`src/include/sbtap_pkg.sv`:
```
// constants and types of the sram boundary scan test access port
// assumes one test clock, the memory clocks arriving as plain levels
package sbtap_pkg;
    // ----------------------------------------------------------------
    // register lengths
    // ----------------------------------------------------------------
    localparam int BS_LEN = 109;
    localparam int ID_LEN = 32;
    localparam int IR_LEN = 3;
    // chain positions, bit number minus one
    localparam int BS_CELL_ECHO_T = 46;
    localparam int BS_CELL_ECHO_C = 64;
    localparam int BS_CELL_INT = 108;

    // ----------------------------------------------------------------
    // instruction codes
    // ----------------------------------------------------------------
    localparam logic [2:0] IR_EXTERNAL_TEST = 3'h0;
    localparam logic [2:0] IR_IDENTIFY = 3'h1;
    localparam logic [2:0] IR_SAMPLE_Z = 3'h2;
    localparam logic [2:0] IR_SAMPLE = 3'h4;
    localparam logic [2:0] IR_BYPASS = 3'h7;
    localparam logic [1:0] IR_CAPTURE_VAL = 2'h1;

    // ----------------------------------------------------------------
    // identification value fields
    // ----------------------------------------------------------------
    localparam logic [2:0] DENS_72M = 3'h3;
    localparam logic [2:0] DENS_36M = 3'h2;
    localparam logic [2:0] DENS_18M = 3'h1;
    localparam logic [1:0] ORG_X36 = 2'h3;
    localparam logic [1:0] ORG_X18 = 2'h2;
    localparam logic [1:0] ORG_X9 = 2'h0;
    localparam logic [1:0] ORG_X8 = 2'h1;
    localparam logic BURST_FOUR = 1'h1;
    localparam logic BURST_TWO = 1'h0;
    localparam logic IO_SEPARATE = 1'h1;
    localparam logic IO_COMMON = 1'h0;
    localparam logic RATE_QUAD = 1'h1;
    localparam logic RATE_DOUBLE = 1'h0;
    localparam logic ID_START_BIT = 1'h1;

    // ----------------------------------------------------------------
    // timing
    // ----------------------------------------------------------------
    localparam int CLK_PERIOD_NS = 100;
    localparam int TCK_MIN_NS = 100;
    localparam int TCK_CYCLES = (TCK_MIN_NS + CLK_PERIOD_NS - 1) / CLK_PERIOD_NS;
    localparam int RESET_TMS_EDGES = 5;

    // ----------------------------------------------------------------
    // controller states, one-hot
    // ----------------------------------------------------------------
    typedef enum logic [15:0] {
        ST_TLR = 16'h0001, ST_RTI = 16'h0002, ST_SDRS = 16'h0004, ST_CDR = 16'h0008,
        ST_SDR = 16'h0010, ST_E1DR = 16'h0020, ST_PDR = 16'h0040, ST_E2DR = 16'h0080,
        ST_UDR = 16'h0100, ST_SIRS = 16'h0200, ST_CIR = 16'h0400, ST_SIR = 16'h0800,
        ST_E1IR = 16'h1000, ST_PIR = 16'h2000, ST_E2IR = 16'h4000, ST_UIR = 16'h8000
    } sbtap_state_t;

    // memory clock balls
    typedef struct packed {
        logic k;
        logic k_n;
        logic c;
        logic c_n;
    } sbtap_clk_t;
endpackage

```
`src/core/sbtap_scan_chain.sv`:
```
// boundary scan register: capture, shift and update stages
// assumes the controller gives one-cycle capture and update strobes
`timescale 1ns/1ps
module sbtap_scan_chain (
    // clock and reset
    input wire logic clk_i,
    input wire logic rst_b_i,
    // controls
    input wire logic capture_i,
    input wire logic shift_i,
    input wire logic update_i,
    input wire logic tdi_i,
    // parallel sides
    input wire logic [sbtap_pkg::BS_LEN-1:0] par_i,
    output logic [sbtap_pkg::BS_LEN-1:0] upd_o,
    output logic so_o
);
    import sbtap_pkg::*;

    logic [BS_LEN-1:0] sr_r;

    // ----------------------------------------------------------------
    // shift stage, cell one nearest the serial output
    // ----------------------------------------------------------------
    always_ff @(posedge clk_i or negedge rst_b_i) begin
        if (!rst_b_i) begin
            sr_r <= '0;
        end else if (capture_i) begin
            sr_r <= par_i;
        end else if (shift_i) begin
            sr_r <= {tdi_i, sr_r[BS_LEN-1:1]};
        end
    end

    // update stage holds what the balls drive under external test
    always_ff @(posedge clk_i or negedge rst_b_i) begin
        if (!rst_b_i) begin
            upd_o <= '0;
        end else if (update_i) begin
            upd_o <= sr_r;
        end
    end

    assign so_o = sr_r[0];

    shift_order_a: assert property (@(posedge clk_i) disable iff (!rst_b_i)
        (shift_i && !capture_i) |=> sr_r[BS_LEN-2:0] == $past(sr_r[BS_LEN-1:1]))
        else $error("scan chain did not shift toward the output");
endmodule

```
`src/core/sbtap_top.sv`:
```
// test access port of the sram: controller, instruction, id, bypass, echo clocks
// assumes clk_i is the test clock and tms/tdi meet setup before its rising edge
`timescale 1ns/1ps
// What this block does
// - boundary chain: one cell per ball in table order, last cell internal
// - id word: revision 31:29, type 28:12, vendor 11:1, one in bit 0
// - density subfield: 72M 011, 36M 010, 18M 001
// - organization subfield: x36 11, x18 10, x9 00, x8 01
// - type carries burst, io and rate-architecture bits
// - five rising edges with tms high always reach test logic reset
// - state moves on tms sampled at each rising test clock edge
// - echo clocks follow output clocks except external test and sample-z
// - output clocks both high: echo clocks follow input clocks instead
// - identify code 001 captures id word, default after reset
// - three-bit instruction; 111 bypass; 011, 101, 110 reserved
// - sample-z code 010 floats memory outputs, captures inputs
module sbtap_top #(
    parameter logic [2:0] REVISION = 3'h5,   // arbitrary value
    parameter logic [10:0] VENDOR = 11'h2A5, // arbitrary value
    parameter logic [2:0] DENSITY = sbtap_pkg::DENS_36M,
    parameter logic [1:0] ORGANIZATION = sbtap_pkg::ORG_X36,
    parameter logic BURST = sbtap_pkg::BURST_TWO,
    parameter logic IO_KIND = sbtap_pkg::IO_COMMON,
    parameter logic RATE = sbtap_pkg::RATE_DOUBLE
) (
    // clock and reset
    input wire logic clk_i,
    input wire logic rst_b_i,
    // test port
    input wire logic tms_i,
    input wire logic tdi_i,
    output logic tdo_o,
    output logic tdo_oe_o,
    // balls
    input wire logic [sbtap_pkg::BS_LEN-1:0] ball_in_i,
    input wire sbtap_pkg::sbtap_clk_t mem_clk_i,
    output logic [sbtap_pkg::BS_LEN-1:0] ball_out_o,
    output logic ext_test_drive_o,
    output logic mem_out_hiz_o,
    // echo clocks
    output logic echo_clock_true_o,
    output logic echo_clock_comp_o,
    output logic echo_clock_oe_o
);
    import sbtap_pkg::*;

    // ----------------------------------------------------------------
    // fixed identification value
    // ----------------------------------------------------------------
    localparam logic [16:0] TYPE_NUM = {2'h0, DENSITY, 1'h0, ORGANIZATION, 1'h0,
        1'h1, 1'h0, RATE, 1'h0, BURST, 1'h0, IO_KIND, 1'h0};
    localparam logic [31:0] ID_VALUE = {REVISION, TYPE_NUM, VENDOR, ID_START_BIT};

    sbtap_state_t state_r;
    sbtap_state_t state_nxt;
    logic [IR_LEN-1:0] ir_r;
    logic [IR_LEN-1:0] ir_sr_r;
    logic [ID_LEN-1:0] id_sr_r;
    logic bypass_r;
    logic bs_so;
    logic bs_sel;
    logic tdo_nxt;

    // ----------------------------------------------------------------
    // controller
    // ----------------------------------------------------------------
    function automatic sbtap_state_t next_state(sbtap_state_t s, logic tms);
        case (s)
            ST_TLR: next_state = tms ? ST_TLR : ST_RTI;
            ST_RTI: next_state = tms ? ST_SDRS : ST_RTI;
            ST_SDRS: next_state = tms ? ST_SIRS : ST_CDR;
            ST_CDR: next_state = tms ? ST_E1DR : ST_SDR;
            ST_SDR: next_state = tms ? ST_E1DR : ST_SDR;
            ST_E1DR: next_state = tms ? ST_UDR : ST_PDR;
            ST_PDR: next_state = tms ? ST_E2DR : ST_PDR;
            ST_E2DR: next_state = tms ? ST_UDR : ST_SDR;
            ST_UDR: next_state = tms ? ST_SDRS : ST_RTI;
            ST_SIRS: next_state = tms ? ST_TLR : ST_CIR;
            ST_CIR: next_state = tms ? ST_E1IR : ST_SIR;
            ST_SIR: next_state = tms ? ST_E1IR : ST_SIR;
            ST_E1IR: next_state = tms ? ST_UIR : ST_PIR;
            ST_PIR: next_state = tms ? ST_E2IR : ST_PIR;
            ST_E2IR: next_state = tms ? ST_UIR : ST_SIR;
            ST_UIR: next_state = tms ? ST_SDRS : ST_RTI;
            default: next_state = ST_TLR;
        endcase
    endfunction

    // reserved and unknown codes fall back to the bypass path
    function automatic logic is_bs(logic [IR_LEN-1:0] ir);
        is_bs = (ir == IR_EXTERNAL_TEST) || (ir == IR_SAMPLE_Z) || (ir == IR_SAMPLE);
    endfunction

    always_comb begin
        state_nxt = next_state(state_r, tms_i);
    end

    always_ff @(posedge clk_i or negedge rst_b_i) begin
        if (!rst_b_i) begin
            state_r <= ST_TLR;
        end else begin
            state_r <= state_nxt;
        end
    end

    // ----------------------------------------------------------------
    // instruction register
    // ----------------------------------------------------------------
    always_ff @(posedge clk_i or negedge rst_b_i) begin
        if (!rst_b_i) begin
            ir_sr_r <= '0;
        end else if (state_r == ST_CIR) begin
            ir_sr_r <= {1'h0, IR_CAPTURE_VAL};
        end else if (state_r == ST_SIR) begin
            ir_sr_r <= {tdi_i, ir_sr_r[IR_LEN-1:1]};
        end
    end

    always_ff @(posedge clk_i or negedge rst_b_i) begin
        if (!rst_b_i) begin
            ir_r <= IR_IDENTIFY;
        end else if (state_r == ST_TLR) begin
            ir_r <= IR_IDENTIFY;
        end else if (state_r == ST_UIR) begin
            ir_r <= ir_sr_r;
        end
    end

    // ----------------------------------------------------------------
    // id and bypass registers
    // ----------------------------------------------------------------
    always_ff @(posedge clk_i or negedge rst_b_i) begin
        if (!rst_b_i) begin
            id_sr_r <= '0;
        end else if (ir_r == IR_IDENTIFY && state_r == ST_CDR) begin
            id_sr_r <= ID_VALUE;
        end else if (ir_r == IR_IDENTIFY && state_r == ST_SDR) begin
            id_sr_r <= {tdi_i, id_sr_r[ID_LEN-1:1]};
        end
    end

    always_ff @(posedge clk_i or negedge rst_b_i) begin
        if (!rst_b_i) begin
            bypass_r <= 1'h0;
        end else if (state_r == ST_CDR) begin
            bypass_r <= 1'h0;
        end else if (state_r == ST_SDR) begin
            bypass_r <= tdi_i;
        end
    end

    // ----------------------------------------------------------------
    // boundary chain
    // ----------------------------------------------------------------
    logic [BS_LEN-1:0] bs_par;

    always_comb begin
        bs_par = ball_in_i;
        bs_par[BS_CELL_INT] = 1'h0;
    end

    assign bs_sel = is_bs(ir_r);

    sbtap_scan_chain u_chain (
        .clk_i(clk_i),
        .rst_b_i(rst_b_i),
        .capture_i(bs_sel && state_r == ST_CDR),
        .shift_i(bs_sel && state_r == ST_SDR),
        .update_i(bs_sel && state_r == ST_UDR),
        .tdi_i(tdi_i),
        .par_i(bs_par),
        .upd_o(ball_out_o),
        .so_o(bs_so)
    );

    // ----------------------------------------------------------------
    // test data out on the falling edge
    // ----------------------------------------------------------------
    always_comb begin
        if (state_r == ST_SIR) begin
            tdo_nxt = ir_sr_r[0];
        end else if (ir_r == IR_IDENTIFY) begin
            tdo_nxt = id_sr_r[0];
        end else if (bs_sel) begin
            tdo_nxt = bs_so;
        end else begin
            tdo_nxt = bypass_r;
        end
    end

    // falling edge gives the board half a period of hold on tdo
    always_ff @(negedge clk_i or negedge rst_b_i) begin
        if (!rst_b_i) begin
            tdo_o <= 1'h0;
            tdo_oe_o <= 1'h0;
        end else begin
            tdo_o <= tdo_nxt;
            tdo_oe_o <= (state_r == ST_SDR) || (state_r == ST_SIR);
        end
    end

    // ----------------------------------------------------------------
    // memory outputs and echo clocks
    // ----------------------------------------------------------------
    assign ext_test_drive_o = (ir_r == IR_EXTERNAL_TEST);
    assign mem_out_hiz_o = (ir_r == IR_SAMPLE_Z);
    assign echo_clock_oe_o = !mem_out_hiz_o;

    // echo clocks are clocks, so they stay a mux and are not retimed
    always_comb begin
        if (ext_test_drive_o) begin
            echo_clock_true_o = ball_out_o[BS_CELL_ECHO_T];
            echo_clock_comp_o = ball_out_o[BS_CELL_ECHO_C];
        end else if (mem_out_hiz_o) begin
            echo_clock_true_o = 1'h0;
            echo_clock_comp_o = 1'h0;
        end else if (mem_clk_i.c && mem_clk_i.c_n) begin
            echo_clock_true_o = mem_clk_i.k;
            echo_clock_comp_o = mem_clk_i.k_n;
        end else begin
            echo_clock_true_o = mem_clk_i.c;
            echo_clock_comp_o = mem_clk_i.c_n;
        end
    end

    // ----------------------------------------------------------------
    // checks
    // ----------------------------------------------------------------
    tms_reset_a: assert property (@(posedge clk_i) disable iff (!rst_b_i)
        tms_i [*5] |=> state_r == ST_TLR)
        else $error("five high tms edges did not reach reset state");
    ir_default_a: assert property (@(posedge clk_i) disable iff (!rst_b_i)
        state_r == ST_TLR |=> ir_r == IR_IDENTIFY)
        else $error("identify not default after reset state");
    id_capture_a: assert property (@(posedge clk_i) disable iff (!rst_b_i)
        (state_r == ST_CDR && ir_r == IR_IDENTIFY) |=> id_sr_r == ID_VALUE)
        else $error("id value not captured");
    ir_update_a: assert property (@(posedge clk_i) disable iff (!rst_b_i)
        state_r == ST_UIR |=> ir_r == $past(ir_sr_r))
        else $error("instruction not updated");
    step_rule_a: assert property (@(posedge clk_i) disable iff (!rst_b_i)
        (state_r == ST_SDR && !tms_i) |=> state_r == ST_SDR)
        else $error("shift state left with tms low");
    hiz_enter_a: assert property (@(posedge clk_i) disable iff (!rst_b_i)
        (state_r == ST_UIR && ir_sr_r == IR_SAMPLE_Z) |=> mem_out_hiz_o && !echo_clock_oe_o)
        else $error("sample-z did not float outputs");
    echo_follow_a: assert property (@(posedge clk_i) disable iff (!rst_b_i)
        (ir_r == IR_BYPASS && !(mem_clk_i.c && mem_clk_i.c_n))
        |-> echo_clock_true_o == mem_clk_i.c && echo_clock_comp_o == mem_clk_i.c_n)
        else $error("echo clocks not following output clocks");
    echo_input_a: assert property (@(posedge clk_i) disable iff (!rst_b_i)
        (ir_r == IR_IDENTIFY && mem_clk_i.c && mem_clk_i.c_n)
        |-> echo_clock_true_o == mem_clk_i.k && echo_clock_comp_o == mem_clk_i.k_n)
        else $error("echo clocks not following input clocks");
    id_shift_a: assert property (@(posedge clk_i) disable iff (!rst_b_i)
        (state_r == ST_SDR && ir_r == IR_IDENTIFY) |-> tdo_oe_o && tdo_o == id_sr_r[0])
        else $error("tdo not showing id bit");

    id_read_c: cover property (@(posedge clk_i) disable iff (!rst_b_i)
        state_r == ST_CDR && ir_r == IR_IDENTIFY ##1 state_r == ST_SDR);
    samplez_c: cover property (@(posedge clk_i) disable iff (!rst_b_i)
        mem_out_hiz_o && state_r == ST_CDR);
    ext_test_c: cover property (@(posedge clk_i) disable iff (!rst_b_i)
        ext_test_drive_o && state_r == ST_UDR);
endmodule

```
`config.mk`:
```
export PLATFORM = sky130hd
export DESIGN_NAME = sbtap_top
export DESIGN_NICKNAME = d
export VERILOG_FILES = /design/src/include/sbtap_pkg.sv /design/src/core/sbtap_scan_chain.sv /design/src/core/sbtap_top.sv
export SDC_FILE = /design/constraint.sdc
export NUM_CORES = 1
export LEC_CHECK = 0
export ABC_AREA = 1
export CAP_MARGIN = 20
export CELL_PAD_IN_SITES_DETAIL_PLACEMENT = 2
export CELL_PAD_IN_SITES_GLOBAL_PLACEMENT = 2
export CORE_MARGIN = 2
export CORE_UTILIZATION = 39
export CTS_BUF_LIST = sky130_fd_sc_hd__clkbuf_4
export DETAILED_ROUTE_END_ITERATION = 8
export DONT_BUFFER_PORTS = 1
export PLACE_DENSITY_LB_ADDON = 0.2
export SLEW_MARGIN = 20
export SYNTH_ARGS = -nofsm -noshare
export SYNTH_HDL_FRONTEND = slang
export SYNTH_SLANG_ARGS = --single-unit
```
`constraint.sdc`:
```
create_clock -name clk_i -period 1.85 [get_ports clk_i]
set_input_delay 0.37 -clock clk_i [delete_from_list [all_inputs] [get_ports clk_i]]
set_output_delay 0.37 -clock clk_i [all_outputs]
set_load 0.03 [all_outputs]
```
==> impl_metrics.yaml, run 1 <==
place:
  place_ws_ns: -0.419
  dp_hpwl_um: 23500
  io_buffers: 0
  placed_cell_area_um2: 13400
  gp_congestion: 0.765
run_status:
  outcome: "did not finish"
  error: "[ERROR DPL-0033] detailed placement checks failed during check placement."
  haltStage: "clock tree synthesis"
yosys:
  yosys_warnings: 0
  yosysTopAreaCellShare_pct: 54.0
  ys_ff_latch: 275
  ys.flop_type: "dfrtp_1"
  syn_nets: 1611
  synth_top_area_cell: "dfrtp_1"
  yosysSeqAreaShare_pct: 54.8
  synth_area_leaders: "dfrtp_1, nand2_1, o21ai_0"
  async_flop_share_pct: 100
  synthDistinctLibCells: 34
  syn_area_per_cell_um2: 8.40
  synth_edf_count: 0
  synth_cells: 1494
  syn_area_um2: 12600
clock_tree:
  numCtsBuffers: 79
  post_cts_buffers: 71
  clockRootBuffer: "clkbuf_4"
  cts_buffer_depth: 3
  ctsHoldBuffers: 110
  htreeDepth: 3
  cts_num_sinks: 275
  cts_resized: 661
floorplan:
  core.rowCount: 65
  io_pins: 233
  die_y_um: 183
  chipWidth_um: 183
  start_util_pct: 39.7
==> through the flow <==
stage	cells	util [%]
floorplan	1494	-
global placement	1888	42.2
detailed placement	1888	42.2
==> kinds of logic after synthesis <==
logic type	count (synthesis)	synth area share, %
buffers and inverters	331	11.3
flip-flops	275	54.8
AND/OR/NAND/NOR	532	17.1
AO/OA/AOI/OAI	356	16.7
==> Yosys cell counts (7+ instances only) <==
| master | n |
|---|---|
| o21ai_2 | 80 |
| buf_2 | 37 |
| nor2_2 | 7 |
| inv_1 | 246 |
| nand3_1 | 36 |
| o21ai_1 | 33 |
| buf_6 | 14 |
| clkbuf_1 | 25 |
| nor2_1 | 34 |
| nand2_1 | 438 |
| dfrtp_1 | 271 |
| o21ai_0 | 229 |
==> inputs of run 2 (changes only) <==
Settings changed: CELL_PAD_IN_SITES_DETAIL_PLACEMENT 2 to not set, CELL_PAD_IN_SITES_GLOBAL_PLACEMENT 2 to not set, CORE_UTILIZATION 39 to 40, CTS_BUF_LIST sky130_fd_sc_hd__clkbuf_4 to not set, PLACE_DENSITY_LB_ADDON 0.2 to 0.15.
==> run 2 against run 1 <==
The flow now finishes, with violations (negative hold slack, negative setup slack). Synthesized cell count unchanged. Area after synthesis unchanged.
==> impl_metrics.yaml, run 2 <==
run_status:
  outcome: "finished with violations"
  failed_checks: "negative hold slack, negative setup slack"
yosys:
  async_flop_share_pct: 100
  ys.flop_type: "dfrtp_1"
  synth_area_leaders: "dfrtp_1, nand2_1, o21ai_0"
  synthDistinctLibCells: 34
  yosys_warnings: 0
  synth_top_area_cell: "dfrtp_1"
  ys_ff_latch: 275
  syn_nets: 1611
  syn_area_um2: 12600
  syn_area_per_cell_um2: 8.40
  yosys.cell_count.top_type: "nand2_1"
  yosysSeqAreaShare_pct: 54.8
  synth_edf_count: 0
  yosysTopAreaCellShare_pct: 54.0
  synth_cells: 1494
  yosys-top-cells-count: "nand2_1, dfrtp_1, inv_1"
cells_and_area:
  final_common_cell: "nand2_1"
  antennaDiodeCount: 0
  area_growth_syn_to_layout_pct: 38.2
  nets: 1728
  stdcell_count: 2028
  fin_area_um2: 17300
  top_regs: "u_chain.sr_r x109, u_chain.upd_o x109, id_sr_r x32"
  layout_common_cells: "nand2_1, dfrtp_1, inv_1"
  final_layout_size_suffix_gt1_share_pct: 33.5
power:
  clkPwrFrac_pct: 46.4
  p_int_mw: 9.74
  vdd_drop_max_mv: 0.647
  seqPwrFrac_pct: 48.5
  pwr_density_cell_nw_per_um2: 726
  comb_power_share_pct: 5.2
  swShare_pct: 22.7
  switchingPower_mw: 2.85
  p_leak_nw: 8.96
critical_path:
  cp_num_buf_inv: 1
  ff2ff_path_depth: 6
  path_cells: "buf_12"
  crit_type: "reg -> out"
  startpoint_type: "flip-flop"
  crit_family: "flip-flops"
  crit_arrival_ns: 2.05
  critical-path-max-stage-delay_ns: 0.45
  crit_required_ns: 1.48
  endpoint_kind: "primary output"
  crit_cells: 1
  path_max_fanout: 1
  crit_path_top_delay_cell: "dfrtn_1"
sta:
  holdWs_ns: -0.484
  setup-violations-final: 149
  setup_ws_ns: -0.574
  max_slew_margin_pct: 49.1
  tightest_slew_ns: 0.764
  hold_viol: 271
  skew_ns: 0.00962
  slew_violations: 0
  rsz0062_at_grt: "yes"
clock_tree:
  numCtsBuffers: 31
  htreeDepth: 1
  cts_num_sinks: 275
  clkTransAtPathRegs_ns: 0.06
  ctsHoldBuffers: 2
  cts_tree: "yes"
  clkLatencyLatePin_ns: 0.55
  cts_buffer_depth: 3
  clockRootBuffer: "clkbuf_16"
floorplan:
  core-area_um2: 30700
  die_y_um: 181
  dieArea_um2: 32800
  chipWidth_um: 181
  io_pins: 233
  start_util_pct: 40.8
  core.rowCount: 64
grt:
  grt_pass1_vias: 9479
  grt_max_degree: 276
  antenna_found_initial: 1
  grt_pass1_wl_um: 50500
  grt.total_usage_pct: 18.8
  grt_overflow: 0
route:
  drt_iter0_markers: 526
  vias_per_cell: 4.94
  num_vias: 10000
  wl_um: 36000
  post_drt_wl_per_cell_um: 17.7
  drtPass1Iterations: 5
  ant_nets: 0
  remaining_drc_errors: 0
place:
  gp_congestion: 0.802
  dp_hpwl_um: 18800
  place_ws_ns: -0.372
  io_buffers: 0
  placed_cell_area_um2: 13400
  dp.cells: 1882
flow_run:
  drv_cap: 0
worst_hold_path:
  hp-class: "in -> async"
## run 2: cell counts after synthesis
No cell type changed its count.
## run 2: worst paths after layout
kind                          startpoint                 to  slack [ns]
hold reg to reg               id_sr_r[7]         id_sr_r[7]        0.48
max in group asynchronous        rst_b_i              tdo_o        0.85
setup / recovery                tdo_oe_o           tdo_oe_o       -0.57
setup reg to reg              state_r[4]              tdo_o       -0.36
min in group clk_i         ball_in_i[49]   u_chain.sr_r[49]        0.05
hold / removal                   rst_b_i  u_chain.sr_r[100]       -0.48
## run 2: cell families after synthesis
logic type             share of synthesized area, %
AND/OR/NAND/NOR                                17.1
buffers and inverters                          11.3
AO/OA/AOI/OAI                                  16.7
flip-flops                                     54.8
## run 2: layer usage
metal	global-route usage, %	part of all wire, %	vias up
met2	29.3	48	256
met1	26.0	44	4830
met3	5.04	6.5	32
li1	-	-	4905
met4	4.81	1.5	0
met5	0	0	-
## run 2: final cells by class
class / instances / area [µm²]
inverters: 250 / 962
multi-input cells: 888 / 5450
clock buffers: 45 / 878
fillers: 2702 / 13400
clock inverters: 9 / 76.3
repair buffers: 165 / 2600
well taps: 396 / 495
flip-flops and latches: 275 / 6880
## run 2: timing repair
item	in CTS	in global routing
cloned	11	37
pin swaps	21	103
gates resized for setup	113	426
setup buffers	51	25
setup endpoints to repair	147	211
endpoints found under the hold margin	284	273
## run 2: power by group through the flow
stage          Clock (mW)  Combinational, mW  Sequential, mW
6_report             5.84              0.649            6.10
5_1_grt              6.28              0.729            6.10
4_1_cts              6.01              0.531            6.10
3_5_place_dp            0              0.489            6.21
3_3_place_gp            0              0.485            6.21
2_1_floorplan           0              0.313            6.21
## run 2: metrics by stage
step / hold slack [ns] / total power [mW] / util [%] / setup TNS, ns
3_3_place_gp: 0.0868 / 6.69 / 43.5 / -8.44
2_1_floorplan: 0.0744 / 6.52 / - / -0.746
6_report: -0.484 / 12.6 / 56.4 / -34.73
3_5_place_dp: 0.0862 / 6.70 / 43.5 / -11.87
4_1_cts: -0.513 / 12.6 / 49.6 / -6.46
5_1_grt: -0.522 / 13.1 / 56.4 / -46.98
Power figures use the tool's default switching activity.
==> inputs of run 3 (changes only) <==
Settings changed: SKIP_CTS_REPAIR_TIMING set to 1.
==> run 3 against run 2 <==
The flow still finishes with violations (negative hold slack, negative setup slack). Hold slack improved by 0.0050 ns. Total power fell by 0.25%. Clock skew grew 0.0019 ns. Critical path depth stayed put. Cell count down 0.20%. Combinational power fell by 9.6%. Die area unchanged. Global-route usage shrank 1.3 points. Sequential cell count stayed put. Non-clock buffer count shrank 6. Design area increased by 1.2%. Critical path type unchanged. Largest cell class unchanged. Highest routed layer unchanged.
==> impl_metrics.yaml, run 3 (synthesis gave the netlist of run 2 again) <==
floorplan:
  io_pins: 233
  start_util_pct: 40.8
  core.rowCount: 64
  dieArea_um2: 32800
  die_y_um: 181
  core-area_um2: 30700
  chipWidth_um: 181
cells_and_area:
  nets: 1724
  multi_input_area_um2: 5590
  ff_latch_area_um2: 6880
  fill_cells: 2632
  top_regs: "u_chain.sr_r x109, u_chain.upd_o x109, id_sr_r x32"
  final_common_cell: "nand2_1"
  final_layout_size_suffix_gt1_share_pct: 35.7
  area_growth_syn_to_layout_pct: 39.7
  layout_common_cells: "nand2_1, dfrtp_1, inv_1"
  final_core_util_pct: 57.1
  antennaDiodeCount: 0
critical_path:
  endpoint_kind: "primary output"
  cp_num_buf_inv: 1
  crit_arrival_ns: 2.04
  path_max_fanout: 1
  crit_path_start: "tdo_oe_o"
  path_cells: "buf_12"
  r2r-start: "state_r[2]"
  startpoint_type: "flip-flop"
  crit_family: "flip-flops"
  crit_path_top_delay_cell: "dfrtn_1"
  crit_required_ns: 1.48
  crit_type: "reg -> out"
  critical-path-max-stage-delay_ns: 0.44
worst_hold_path:
  hp-class: "in -> async"
grt:
  grt_overflow: 0
  antenna_found_initial: 0
  grt_pass1_vias: 9090
  grt.total_usage_pct: 17.5
  grt_max_degree: 276
  grt_pass1_wl_um: 47600
route:
  num_vias: 10000
  ant_nets: 0
  wl_um: 37100
  post_drt_wl_per_cell_um: 18.3
  remaining_drc_errors: 0
  drtPass1Iterations: 4
  vias_per_cell: 4.96
  drt_iter0_markers: 533
sta:
  tightest_slew_ns: 0.943
  skew_ns: 0.0116
  holdWs_ns: -0.479
  rsz0062_at_grt: "yes"
  setup_ws_ns: -0.560
  max_slew_margin_pct: 37.1
  slew_violations: 0
  hold_viol: 271
  setup-violations-final: 148
clock_tree:
  clockRootBuffer: "clkbuf_16"
  cts_buffer_depth: 3
  clkLatencyLatePin_ns: 0.56
  cts_num_sinks: 275
  htreeDepth: 1
  cts_tree: "yes"
  numCtsBuffers: 31
  clkTransAtPathRegs_ns: 0.06
power:
  vdd_drop_max_mv: 0.608
  power_mw: 12.6
  p_leak_nw: 8.97
  pwr_density_cell_nw_per_um2: 716
place:
  place_ws_ns: -0.372
  gp_congestion: 0.802
  dp_hpwl_um: 18800
  io_buffers: 0
run_status:
  outcome: "finished with violations"
  failed_checks: "negative hold slack, negative setup slack"
flow_run:
  drv_cap: 0
-- run 3: cell types whose count changed in the layout (fill, tap and decap cells not counted), sizes merged --
cell,change
buf,-21
clkbuf,+15
inv,+1
nand2,+1
-- run 3: power breakdown --
group | internal [mW] | switching [mW] | total, mW
combinational | 0.226 | 0.361 | 0.587
clock | 3.40 | 2.47 | 5.87
sequential | 6.07 | 0.0353 | 6.11
total | 9.70 | 2.86 | 12.6
-- run 3: layer usage --
| metal | track usage [%] | vias to the layer above | part of all wire [%] |
|---|---|---|---|
| met2 | 27.0 | 257 | 49 |
| li1 | - | 4893 | - |
| met3 | 5.14 | 52 | 6.1 |
| met1 | 24.5 | 4842 | 43 |
| met5 | 0 | - | 0 |
| met4 | 3.77 | 0 | 1.8 |
-- run 3: cell type report --
| type | instances | share of cell area [%] |
|---|---|---|
| Clock buffer | 45 | 5.01 |
| Clock inverter | 9 | 0.435 |
| Inverter | 250 | 5.48 |
| Multi-Input combinational cell | 889 | 31.9 |
| Sequential cell | 275 | 39.2 |
| Tap cell | 396 | 2.82 |
| Timing Repair Buffer | 159 | 15.1 |
| Timing Repair inverter | 1 | 0.0642 |
-- run 3: final timing paths --
path | endpoint | slack (ns) | depth (start not counted)
worst max-delay path | tdo_oe_o | -0.56 | 1
worst min-delay path | u_chain.upd_o[104] | -0.48 | 0
worst max register to register | tdo_o | -0.39 | 6
worst min register to register | id_sr_r[2] | 0.46 | 2
max in group asynchronous | tdo_o | 0.73 | 0
min in group clk_i | state_r[7] | 0.05 | 2
-- run 3: through the flow --
stage	area (µm²)	cells	setup TNS, ns
after floorplan	12600	1494	-0.746
after global placement	13400	1882	-8.44
after detailed placement	13400	1882	-11.87
after CTS	14300	1936	-17.15
after global routing	17500	2024	-23.76
final	17500	2024	-13.37
